`src/shared/tap_map.svh`:
```
// constants of the test access port front end
`ifndef TAP_MAP_SVH
`define TAP_MAP_SVH

`define TAP_IR_W        4
`define TAP_ID_W        32
`define TAP_IR_CAPTURE  4'h1
`define TAP_OP_EXTEST   4'h0
`define TAP_OP_IDCODE   4'h1
`define TAP_OP_SAMPLE   4'h2
`define TAP_OP_PROG_LO  4'h4
`define TAP_OP_PROG_HI  4'h7
`define TAP_OP_PRIV0    4'h8
`define TAP_OP_PRIV1    4'h9
`define TAP_OP_PRIV2    4'hA
`define TAP_OP_PRIV3    4'hB
`define TAP_OP_BYPASS   4'hF
`define TAP_ONES_RESET  3'h5

`endif

```
`src/shared/tap_pkg.sv`:
```
// types and helper functions of the test access port front end
`include "tap_map.svh"

package tap_pkg;

    typedef enum logic [3:0] {
        TAP_TLR    = 4'b1111,
        TAP_RTI    = 4'b1100,
        TAP_SEL_DR = 4'b0111,
        TAP_CAP_DR = 4'b0110,
        TAP_SH_DR  = 4'b0010,
        TAP_EX1_DR = 4'b0001,
        TAP_PAU_DR = 4'b0011,
        TAP_EX2_DR = 4'b0000,
        TAP_UPD_DR = 4'b0101,
        TAP_SEL_IR = 4'b0100,
        TAP_CAP_IR = 4'b1110,
        TAP_SH_IR  = 4'b1010,
        TAP_EX1_IR = 4'b1001,
        TAP_PAU_IR = 4'b1011,
        TAP_EX2_IR = 4'b1000,
        TAP_UPD_IR = 4'b1101
    } tap_state_t;

    typedef struct packed {
        logic tck;
        logic tms;
        logic tdi;
    } tap_pins_t;

    typedef struct packed {
        tap_pins_t meta;
        tap_pins_t sync;
    } tap_sync_st_t;

    typedef struct packed {
        logic bscan;
        logic prog;
        logic int_scan;
        logic bkpt;
    } tap_ext_t;

    typedef struct packed {
        logic     id;
        logic     byp;
        tap_ext_t ext;
    } tap_sel_t;

    typedef struct packed {
        logic capture;
        logic shift;
        logic update;
        logic tdi;
    } tap_dr_ctl_t;

    typedef struct packed {
        logic                  en;
        logic                  tck_prev;
        tap_state_t            state;
        logic [`TAP_IR_W-1:0]  ir;
        logic [`TAP_IR_W-1:0]  ir_sr;
        tap_sel_t              sel;
        logic [`TAP_ID_W-1:0]  id_sr;
        logic                  byp;
        logic                  tdo;
        logic                  tdo_oe;
        tap_dr_ctl_t           dr_ctl;
    } tap_st_t;

    function automatic tap_state_t tap_next(input tap_state_t s, input logic tms);
        tap_state_t n;
        n = s;
        unique case (s)
            TAP_TLR:    n = tms ? TAP_TLR    : TAP_RTI;
            TAP_RTI:    n = tms ? TAP_SEL_DR : TAP_RTI;
            TAP_SEL_DR: n = tms ? TAP_SEL_IR : TAP_CAP_DR;
            TAP_CAP_DR: n = tms ? TAP_EX1_DR : TAP_SH_DR;
            TAP_SH_DR:  n = tms ? TAP_EX1_DR : TAP_SH_DR;
            TAP_EX1_DR: n = tms ? TAP_UPD_DR : TAP_PAU_DR;
            TAP_PAU_DR: n = tms ? TAP_EX2_DR : TAP_PAU_DR;
            TAP_EX2_DR: n = tms ? TAP_UPD_DR : TAP_SH_DR;
            TAP_UPD_DR: n = tms ? TAP_SEL_DR : TAP_RTI;
            TAP_SEL_IR: n = tms ? TAP_TLR    : TAP_CAP_IR;
            TAP_CAP_IR: n = tms ? TAP_EX1_IR : TAP_SH_IR;
            TAP_SH_IR:  n = tms ? TAP_EX1_IR : TAP_SH_IR;
            TAP_EX1_IR: n = tms ? TAP_UPD_IR : TAP_PAU_IR;
            TAP_PAU_IR: n = tms ? TAP_EX2_IR : TAP_PAU_IR;
            TAP_EX2_IR: n = tms ? TAP_UPD_IR : TAP_SH_IR;
            TAP_UPD_IR: n = tms ? TAP_SEL_DR : TAP_RTI;
        endcase
        return n;
    endfunction

    function automatic tap_sel_t tap_decode(input logic [`TAP_IR_W-1:0] ir);
        tap_sel_t s;
        s = '0;
        if (ir == `TAP_OP_EXTEST || ir == `TAP_OP_SAMPLE) begin
            s.ext.bscan = 1'b1;
        end else if (ir == `TAP_OP_IDCODE) begin
            s.id = 1'b1;
        end else if (ir >= `TAP_OP_PROG_LO && ir <= `TAP_OP_PROG_HI) begin
            s.ext.prog = 1'b1;
        end else if (ir == `TAP_OP_PRIV0 || ir == `TAP_OP_PRIV2) begin
            s.ext.int_scan = 1'b1;
        end else if (ir == `TAP_OP_PRIV1 || ir == `TAP_OP_PRIV3) begin
            s.ext.bkpt = 1'b1;
        end else begin
            s.byp = 1'b1;
        end
        return s;
    endfunction

endpackage

```
`src/rtl/tap_front_end.sv`:
```
// test access port controller with instruction, id and bypass registers
`timescale 1ns/10ps
`default_nettype none
`include "tap_map.svh"

// Notes on behaviour
// sixteen-state controller moved only by test clock and mode select
// instruction or selected data register forms the path from data in to out
// loaded instruction picks the data register and its capture, shift, update
// id, bypass and boundary-scan registers serve board test
// programming interface chain reachable through the port
// internal and breakpoint scan chains serve on-chip debug only
// the tester drives mode select to walk the controller
// all port activity follows the test clock edges
// serial data in shifts into the register on the path
// serial data out shows the bits leaving the selected register
// no test reset pin; reset comes from mode select or power-on
// fuse unprogrammed gives ordinary pins and holds the controller in reset
// port enabled pulls inputs high and opens scan and programming access
// data out is driven only while shifting, floating otherwise
// fuse ships programmed so the port is active unless disabled
// the debugger watches the system reset pin
// the debugger may pull reset low only with open-collector drivers; the tester drives rst_pull_o high into an OR with the active-high reset
// each transition uses mode select sampled on the test clock rising edge
// power-on reset starts the controller in test-logic-reset
// every shift register moves its least significant bit first
// instruction register is four bits and captures 0x01
// data out changes on the test clock falling edge
// bypass register is one bit, one test clock of delay
module tap_front_end #(
    parameter logic [`TAP_ID_W-1:0] ID_CODE = 32'h0A5A_5001 // arbitrary value
) (
    input  wire logic                 clk_sys_i,
    input  wire logic                 rst_i,
    input  wire logic                 tck_i,
    input  wire logic                 tms_i,
    input  wire logic                 tdi_i,
    input  wire logic                 test_port_enable_fuse_erased_i,
    input  wire logic                 test_port_disable_bit_i,
    input  wire tap_pkg::tap_ext_t    chain_tdo_i,
    output logic                      tdo_o,
    output logic                      tdo_oe_o,
    output logic                      pullup_en_o,
    output logic                      port_gpio_mode_o,
    output var tap_pkg::tap_state_t   tap_state_o,
    output logic [`TAP_IR_W-1:0]      instr_o,
    output var tap_pkg::tap_ext_t     chain_sel_o,
    output var tap_pkg::tap_dr_ctl_t  dr_ctl_o
);
    import tap_pkg::*;

    localparam tap_st_t ST_RST = '{
        en:       1'b0,
        tck_prev: 1'b0,
        state:    TAP_TLR,
        ir:       `TAP_OP_IDCODE,
        ir_sr:    `TAP_IR_CAPTURE,
        sel:      '{id: 1'b1, byp: 1'b0, ext: '0},
        id_sr:    '0,
        byp:      1'b0,
        tdo:      1'b0,
        tdo_oe:   1'b0,
        dr_ctl:   '0
    };

    tap_pins_t pins_raw;
    tap_pins_t pins;
    tap_st_t   q;
    tap_st_t   d;
    logic      port_en;
    logic      rise;
    logic      fall;
    logic      ext_any;
    logic      dr_bit;
    tap_sel_t  upd_sel;

    assign pins_raw = '{tck: tck_i, tms: tms_i, tdi: tdi_i};

    tap_sync u_sync (
        .clk_sys_i (clk_sys_i),
        .rst_i     (rst_i),
        .pins_i    (pins_raw),
        .pins_o    (pins)
    );

    assign port_en = ~test_port_enable_fuse_erased_i & ~test_port_disable_bit_i;
    assign rise    = pins.tck & ~q.tck_prev;
    assign fall    = ~pins.tck & q.tck_prev;
    assign ext_any = |q.sel.ext;
    assign upd_sel = tap_decode(q.ir_sr);
    assign dr_bit  = q.sel.id  ? q.id_sr[0] :
                     q.sel.byp ? q.byp : |(q.sel.ext & chain_tdo_i);

    always_comb begin
        d          = q;
        d.en       = port_en;
        d.tck_prev = pins.tck;
        d.dr_ctl   = '0;
        d.dr_ctl.tdi = pins.tdi;
        if (!port_en) begin
            d.state  = TAP_TLR;
            d.ir     = `TAP_OP_IDCODE;
            d.sel    = tap_decode(`TAP_OP_IDCODE);
            d.tdo    = 1'b0;
            d.tdo_oe = 1'b0;
        end else begin
            if (rise) begin
                unique case (q.state)
                    TAP_TLR: begin
                        d.ir  = `TAP_OP_IDCODE;
                        d.sel = tap_decode(`TAP_OP_IDCODE);
                    end
                    TAP_CAP_IR: begin
                        d.ir_sr = `TAP_IR_CAPTURE;
                    end
                    TAP_SH_IR: begin
                        d.ir_sr = {pins.tdi, q.ir_sr[`TAP_IR_W-1:1]};
                    end
                    TAP_UPD_IR: begin
                        d.ir  = q.ir_sr;
                        d.sel = tap_decode(q.ir_sr);
                    end
                    TAP_CAP_DR: begin
                        d.id_sr          = ID_CODE;
                        d.byp            = 1'b0;
                        d.dr_ctl.capture = ext_any;
                    end
                    TAP_SH_DR: begin
                        d.id_sr        = {pins.tdi, q.id_sr[`TAP_ID_W-1:1]};
                        d.byp          = pins.tdi;
                        d.dr_ctl.shift = ext_any;
                    end
                    TAP_UPD_DR: begin
                        d.dr_ctl.update = ext_any;
                    end
                    TAP_RTI, TAP_SEL_DR, TAP_EX1_DR, TAP_PAU_DR, TAP_EX2_DR,
                    TAP_SEL_IR, TAP_EX1_IR, TAP_PAU_IR, TAP_EX2_IR: begin
                        d.ir_sr = q.ir_sr;
                    end
                endcase
                d.state = tap_next(q.state, pins.tms);
            end
            if (fall) begin
                d.tdo_oe = (q.state == TAP_SH_IR) || (q.state == TAP_SH_DR);
                d.tdo    = (q.state == TAP_SH_IR) ? q.ir_sr[0] : dr_bit;
            end
        end
    end

    always_ff @(posedge clk_sys_i or posedge rst_i) begin
        if (rst_i) begin
            q <= ST_RST;
        end else begin
            q <= d;
        end
    end

    assign tdo_o            = q.tdo;
    assign tdo_oe_o         = q.tdo_oe;
    assign pullup_en_o      = q.en;
    assign port_gpio_mode_o = ~q.en;
    assign tap_state_o      = q.state;
    assign instr_o          = q.ir;
    assign chain_sel_o      = q.sel.ext;
    assign dr_ctl_o         = q.dr_ctl;

    // helper: consecutive rising edges with mode select high
    logic [2:0] ones_q;

    always_ff @(posedge clk_sys_i or posedge rst_i) begin
        if (rst_i) begin
            ones_q <= `TAP_ONES_RESET;
        end else if (!port_en) begin
            ones_q <= `TAP_ONES_RESET;
        end else if (rise) begin
            if (!pins.tms) begin
                ones_q <= 3'h0;
            end else if (ones_q != `TAP_ONES_RESET) begin
                ones_q <= ones_q + 3'h1;
            end
        end
    end
endmodule

`default_nettype wire

```
`src/rtl/tap_sync.sv`:
```
// two-stage synchroniser for the test port pins
`timescale 1ns/10ps
`default_nettype none

module tap_sync (
    input  wire logic              clk_sys_i,
    input  wire logic              rst_i,
    input  wire tap_pkg::tap_pins_t pins_i,
    output var  tap_pkg::tap_pins_t pins_o
);
    import tap_pkg::*;

    tap_sync_st_t q;
    tap_sync_st_t d;

    always_comb begin
        d      = q;
        d.meta = pins_i;
        d.sync = q.meta;
    end

    always_ff @(posedge clk_sys_i or posedge rst_i) begin
        if (rst_i) begin
            q <= '0;
        end else begin
            q <= d;
        end
    end

    assign pins_o = q.sync;

endmodule

`default_nettype wire

```
`config.mk`:
```
export PLATFORM = sky130hd
export DESIGN_NAME = tap_front_end
export DESIGN_NICKNAME = d
export VERILOG_FILES = /design/src/shared/tap_pkg.sv /design/src/rtl/tap_front_end.sv /design/src/rtl/tap_sync.sv
export VERILOG_INCLUDE_DIRS = /design/src /design/src/shared
export SDC_FILE = /design/constraint.sdc
export NUM_CORES = 1
export LEC_CHECK = 0
export BUFFER_PORTS_ARGS = -buffer_cell sky130_fd_sc_hd__buf_2
export CELL_PAD_IN_SITES_DETAIL_PLACEMENT = 1
export CELL_PAD_IN_SITES_GLOBAL_PLACEMENT = 1
export CORE_MARGIN = 3
export CORE_UTILIZATION = 41
export DETAILED_ROUTE_END_ITERATION = 12
export GPL_TIMING_DRIVEN = 0
export PLACE_DENSITY_LB_ADDON = 0.1
export SLEW_MARGIN = 20
export SYNTH_ARGS = -nofsm -noshare
export SYNTH_HDL_FRONTEND = slang
export SYNTH_SLANG_ARGS = --single-unit
```
`constraint.sdc`:
```
create_clock -name clk_sys_i -period 1.7 [get_ports clk_sys_i]
set_input_delay 0.085 -clock clk_sys_i [delete_from_list [all_inputs] [get_ports clk_sys_i]]
set_output_delay 0.085 -clock clk_sys_i [all_outputs]
set_load 0.005 [all_outputs]
```
==> results.toml, run 1 <==
[sta]
fin_crit_ns = 1.75
max_slew_margin_pct = 49.8
hold_viol_final = 0
worst_slack_ns = -0.0515
rsz0062_at_grt = "true"
fmax_mhz = 571
finalCritPeriodShare_pct = 103
final-setup-viol-count = 33
slew_viol_final = 0
clock_skew_ns = 0.00947
worst_pin_slew_ns = 0.747

[cells_and_area]
area_growth_pct = 22.5
drive_above_1_share_pct = 31.9
antennaDiodeCount = 0
layout.nets = 372
mostFrequentLayoutCell = "dfrtp_1"
final_core_util_pct = 53.1
layout_common_cells = "dfrtp_1 (57), nand2_1 (42), buf_2 (31)"
fin_area_um2 = 3690

[power]
ir_worst_vdd_mv = 0.426
power_density_nw_per_um2 = 856
leakage_nw = 1.67
power_mw = 3.16

[clocking]
htreeDepth = 3
cts_sinks = 64
cts_tree = "done"
clkSlewWorstSetupHoldPaths_ns = 0.07
cts_buffer_depth = 2
clkLatencyLatePin_ns = 0.33
numCtsBuffers = 9
clockRootBuffer = "clkbuf_8"

[setup_path]
rrSetupSlack_ns = -0.05
cp.required_ns = 1.91
crit_chain = "nand2b_4 > or4_4 > buf_8 > buf_8 > nand2_1 > o21ai_1"
regToRegStartpoint = "tap_state_o[1]"
endpoint_kind = "register"
cpLargestDelayFamily = "simple AND/OR/NAND/NOR gates"
path_depth = 6
critPathBufInv = 2
max_stage_delay_ns = 0.58
reg2reg_depth = 6
slowest_stage = "dfstp_2"
path_class = "reg -> reg"
worstSetupStartpointType = "register"
rr_endpoint = "q[9]"
cpMostUsedCell = "buf_8"
critPathArrivalTime_ns = 1.96
path_max_fanout = 10

[die]
initial_core_util_pct = 43.4
coreArea_um2 = 6940
fp.dieArea_um2 = 8410
rows = 30
io-pin-count = 31
die_y_um = 91.7
die_w_um = 91.7

[synthesis]
synthCells = 305
synthSimpleGateAreaFrac_pct = 21.8
syn_avg_cell_area_um2 = 9.87
syn_area_um2 = 3010
async_reset_ff_share_pct = 100
synthMuxAreaShare_pct = 0.665
synth-seq-cells = 64
synth_compound_area_share_pct = 14.0
synth_edf_count = 0
syn_nets = 320
synth_cell_types = 45
synth.area.top_cells = "dfrtp_1 (47%), dfstp_2 (6.1%), nand2_1 (5.9%)"
ys_seq_area_share_pct = 53.5
synth_fa_ha_area_share_pct = 1.66
synth_xor_area_share_pct = 0
synth_top_cell_by_area = "dfrtp_1"
synth_top_family_by_area = "simple AND/OR/NAND/NOR gates"
synth_top_area_share_pct = 47.4
synth-main-ff-cell = "dfrtp_1"
yosysWarnings = 0

[routing]
drcViolationCount = 0
drtIter0Drc = 95
first_pass_iters = 4
vias = 2298
wl_per_cell_um = 15.4
antenna_left = 0
viasPerCell = 5.04
routed_wl_um = 7010

[placement]
place_ws_ns = -0.262
port_buffers = 30
place_area_um2 = 3320
gp_congestion = 0.813
dp_hpwl_um = 4740

[global_routing]
grt_usage_pct = 17.4
grt_remaining_overflow = 0
grt_pass1_wl_um = 11600
grt_util_met3_pct = 2.79
grtUsageMet2_pct = 27.1
grt_max_degree = 47
first_global_vias = 2393
busiest_layer = "met2"
antenna_found_initial = 0
grt_use_met1_pct = 24.2

[run]
maxCapViolCount = 0

[worst_hold_path]
hold_class = "in -> async"

[run_status]
violations = "setup timing"
status = "finished, violations left"
==> what timing repair did <==
| item | CTS | global route |
|---|---|---|
| endpoints found under the hold margin | 21 | 0 |
| setup endpoints to repair | 50 | 41 |
| resized for setup | 18 | 11 |
| cloned | 0 | 1 |
| pin swaps | 2 | 0 |
| setup buffers | 5 | 1 |
| hold buffers | 4 | 0 |
==> worst register-to-register path, stage by stage (launching register included) <==
cell and delay [ns]:
dfstp_2 0.58, nand2b_4 0.07, or4_4 0.53, buf_8 0.17
buf_8 0.14, nand2_1 0.06, o21ai_1 0.07
==> kinds of logic after synthesis <==
family	Yosys count
DFF	64
AOI/OAI and AO/OA	67
and+or+nand+nor	127
muxes	2
adders and majority gates	4
buffers and inverters	41
==> area by class of cell <==
type	instances	area [um2]
buffer	34	267
fill	812	3250
sequential	64	1610
timing repair buffer	42	288
inverter	6	25.0
multi-input combinational	200	1190
clock buffer	11	151
clock inverter	3	42.5
tap	96	120
==> report_power, final <==
part           switching, mW  total (mW)  leakage (nW)  internal [mW]
Combinational          0.131       0.228         0.757         0.0965
Sequential            0.0445        1.63         0.815           1.59
Clock                  0.560        1.30        0.0973          0.739
==> per-stage QoR <==
step | std cells | hold slack (ns) | TNS, ns
6_report | 456 | 0.244 | -0.959
5_1_grt | 456 | 0.268 | -2.73
4_1_cts | 454 | 0.240 | -0.682
3_5_place_dp | 432 | 0.0581 | -6.61
3_3_place_gp | 431 | 0.192 | -53.81
2_1_floorplan | 305 | 0.116 | 0
==> cells in the mapped netlist (all sizes together) (2+ instances only) <==
cell type	count
dfrtp	57
nand2	47
o21ai	41
nand2b	29
buf	22
nor2	18
clkbuf	13
a21oi	10
dfstp	7
nor2b	7
inv	5
ha	4
nand3	3
nand4	3
nor4	3
or3b	3
a211oi	2
a22oi	2
a32o	2
a32oi	2
mux2i	2
nand3b	2
nand4b	2
nor3	2
nor3b	2
o31ai	2
or2	2
or3	2
==> sequential cells by signal (all words and copies together), names as in the netlist <==
signal,flops
dr_ctl_o,4
instr_o,4
tap_state_o,4
tdo_oe_o,1
u_sync.d,3
pullup_en_o,1
u_sync.pins_o,3
q,39
tdo_o,1
chain_sel_o,4
==> worst max path at each step <==
stage / from / to / slack, ns
final: tap_state_o[1] / q[9] / -0.05
after global routing: tap_state_o[1] / q[9] / -0.1
after CTS: tap_state_o[1] / q[9] / -0.04
after detailed placement: tap_state_o[2] / tap_state_o[3] / -0.26
after global placement: rst_i / q[13] / -0.83
after floorplan: tap_state_o[1] / q[14] / 0.02
==> metal layers <==
layer  vias up  wire (um)
met5         -          0
met4         0         76
met3         7        181
met2        34       3320
met1      1138       3430
li1       1119          -
(Power assumes the default switching activity.)
==> run 2: changes to the inputs <==
- BUFFER_PORTS_ARGS: -buffer_cell sky130_fd_sc_hd__buf_2 -> default
- CORE_UTILIZATION: 41 -> 25
- CTS_CLUSTER_DIAMETER: default -> 100
- DONT_BUFFER_PORTS: default -> 1
==> run 2 against run 1 <==
Against the previous run: sequential share of layout area increased by 0.25 points; largest cell class unchanged; clock skew shrank 0.0042 ns; the run still ends with setup timing left; combinational power decreased by 7%; largest power group is now clock.
==> results.toml, run 2 (same netlist as run 1, synthesis figures left out) <==
[run_status]
status = "finished, violations left"
violations = "setup timing"

[global_routing]
antenna_found_initial = 0
busiest_layer = "met2"
grt_use_met1_pct = 17.6
first_global_vias = 2322
grt_util_met3_pct = 4.07
grt_pass1_wl_um = 12600
grt_usage_pct = 12.4
grtUsageMet2_pct = 17.8
grt_max_degree = 38
grt_remaining_overflow = 0

[cells_and_area]
fin_area_um2 = 3670
layout_common_cells = "dfrtp_1 (57), nand2_1 (44), buf_4 (27), nand2b_1 (27), o21ai_1 (22)"
area_growth_pct = 21.8
seq_area_um2 = 1610
top_register = "q"
layout.nets = 346
mostFrequentLayoutCell = "dfrtp_1"
drive_above_1_share_pct = 25.3
antennaDiodeCount = 0
multiInputGateArea_um2 = 1190
final_core_util_pct = 31.6
largest_reg_flops = 39
fillerInstances = 1348

[setup_path]
crit_end = "q[37]"
regToRegStartpoint = "tap_state_o[1]"
rr_endpoint = "q[37]"
rrSetupSlack_ns = -0.04
endpoint_kind = "register"
worstSetupStartpointType = "register"
cp.required_ns = 1.96
path_class = "reg -> reg"
reg2reg_depth = 6
path_max_fanout = 6
crit_start = "tap_state_o[1]"
critPathArrivalTime_ns = 2.00

[clocking]
clockRootBuffer = "clkbuf_16"
cts_sinks = 64
cts_tree = "done"
numCtsBuffers = 9
htreeDepth = 3
clkLatencyLatePin_ns = 0.33
cts_buffer_depth = 2
clkSlewWorstSetupHoldPaths_ns = 0.05

[sta]
max_slew_margin_pct = 48.5
worst_pin_slew_ns = 0.765
slew_viol_final = 0
fmax_mhz = 576
fin_crit_ns = 1.74
worst_slack_ns = -0.0371
finalCritPeriodShare_pct = 102
rsz0062_at_grt = "true"
final-setup-viol-count = 32
clock_skew_ns = 0.00523
hold_viol_final = 0
fin_hold_ws_ns = 0.225

[power]
ir_worst_vdd_mv = 0.460
power_density_nw_per_um2 = 959
leakage_nw = 1.57

[routing]
viasPerCell = 4.64
vias = 2223
drcViolationCount = 0
routed_wl_um = 7490
first_pass_iters = 4
drtIter0Drc = 90
wl_per_cell_um = 15.6
antenna_left = 0

[worst_hold_path]
hold_class = "in -> async"

[die]
initial_core_util_pct = 25.9
fp.dieArea_um2 = 13400
io-pin-count = 31
die_y_um = 116
rows = 39
coreArea_um2 = 11600
die_w_um = 116

[placement]
place_area_um2 = 3220
port_buffers = 0
dp_hpwl_um = 4910
gp_congestion = 0.739

[run]
maxCapViolCount = 0
[run 2: layout make-up]
type                    instances  area share, %
repair buffers                 16           4.09
flip-flops and latches         64           43.9
clock inverters                 1          0.136
clock buffers                  15           7.03
plain buffers                  34           6.89
multi-input cells             200           32.4
well taps                     143           4.88
inverters                       6          0.682
[run 2: per-stage QoR]
| stage | power (mW) | setup TNS, ns | std cells | worst slack, ns |
|---|---|---|---|---|
| 2_1_floorplan | 1.78 | 0 | 305 | 0.0150 |
| 3_3_place_gp | 1.84 | -67.11 | 448 | -1.01 |
| 3_5_place_dp | 1.85 | -7.82 | 449 | -0.343 |
| 4_1_cts | 3.60 | -1.26 | 473 | -0.0522 |
| 5_1_grt | 3.72 | -2.48 | 479 | -0.0950 |
| 6_report | 3.52 | -0.474 | 479 | -0.0371 |
[run 2: worst min-delay path by stage]
stage               start          end  cells past startpoint  slack, ns
finish              rst_i        q[33]                      2       0.23
CTS                 rst_i        q[33]                      2       0.23
global placement    tms_i  u_sync.d[1]                      0       0.12
detailed placement  rst_i        q[32]                      1      -0.02
global route        rst_i        q[33]                      2       0.24
floorplan           tdi_i  u_sync.d[0]                      0       0.12
[run 2: worst max-delay path, cell delays in order, from the launching register on]
cell and delay, ns:
dfstp_2 0.58, nand2b_4 0.07, or4_4 0.53, buf_8 0.16
buf_6 0.13, buf_6 0.11, o21ai_2 0.09
[run 2: what timing repair did]
item	4_1_cts	5_1_grt
endpoints found under the hold margin	53	0
setup buffers	5	6
gates cloned	0	0
pin swaps	1	2
endpoints found under the setup margin	51	46
hold buffers	4	0
gates resized for setup	12	21
[run 2: report_power, final]
group          switching (mW)  leakage (nW)  internal (mW)  total [mW]
Clock                   0.642         0.128           1.03        1.67
Sequential             0.0453         0.815           1.59        1.63
Combinational           0.126         0.628         0.0870       0.213
Total                   0.813          1.57           2.70        3.52
[run 2: metal layers]
layer | up-vias | wire [um]
met5 | - | 0
li1 | 1068 | -
met4 | 0 | 102
met1 | 1113 | 3910
met3 | 8 | 254
met2 | 34 | 3230
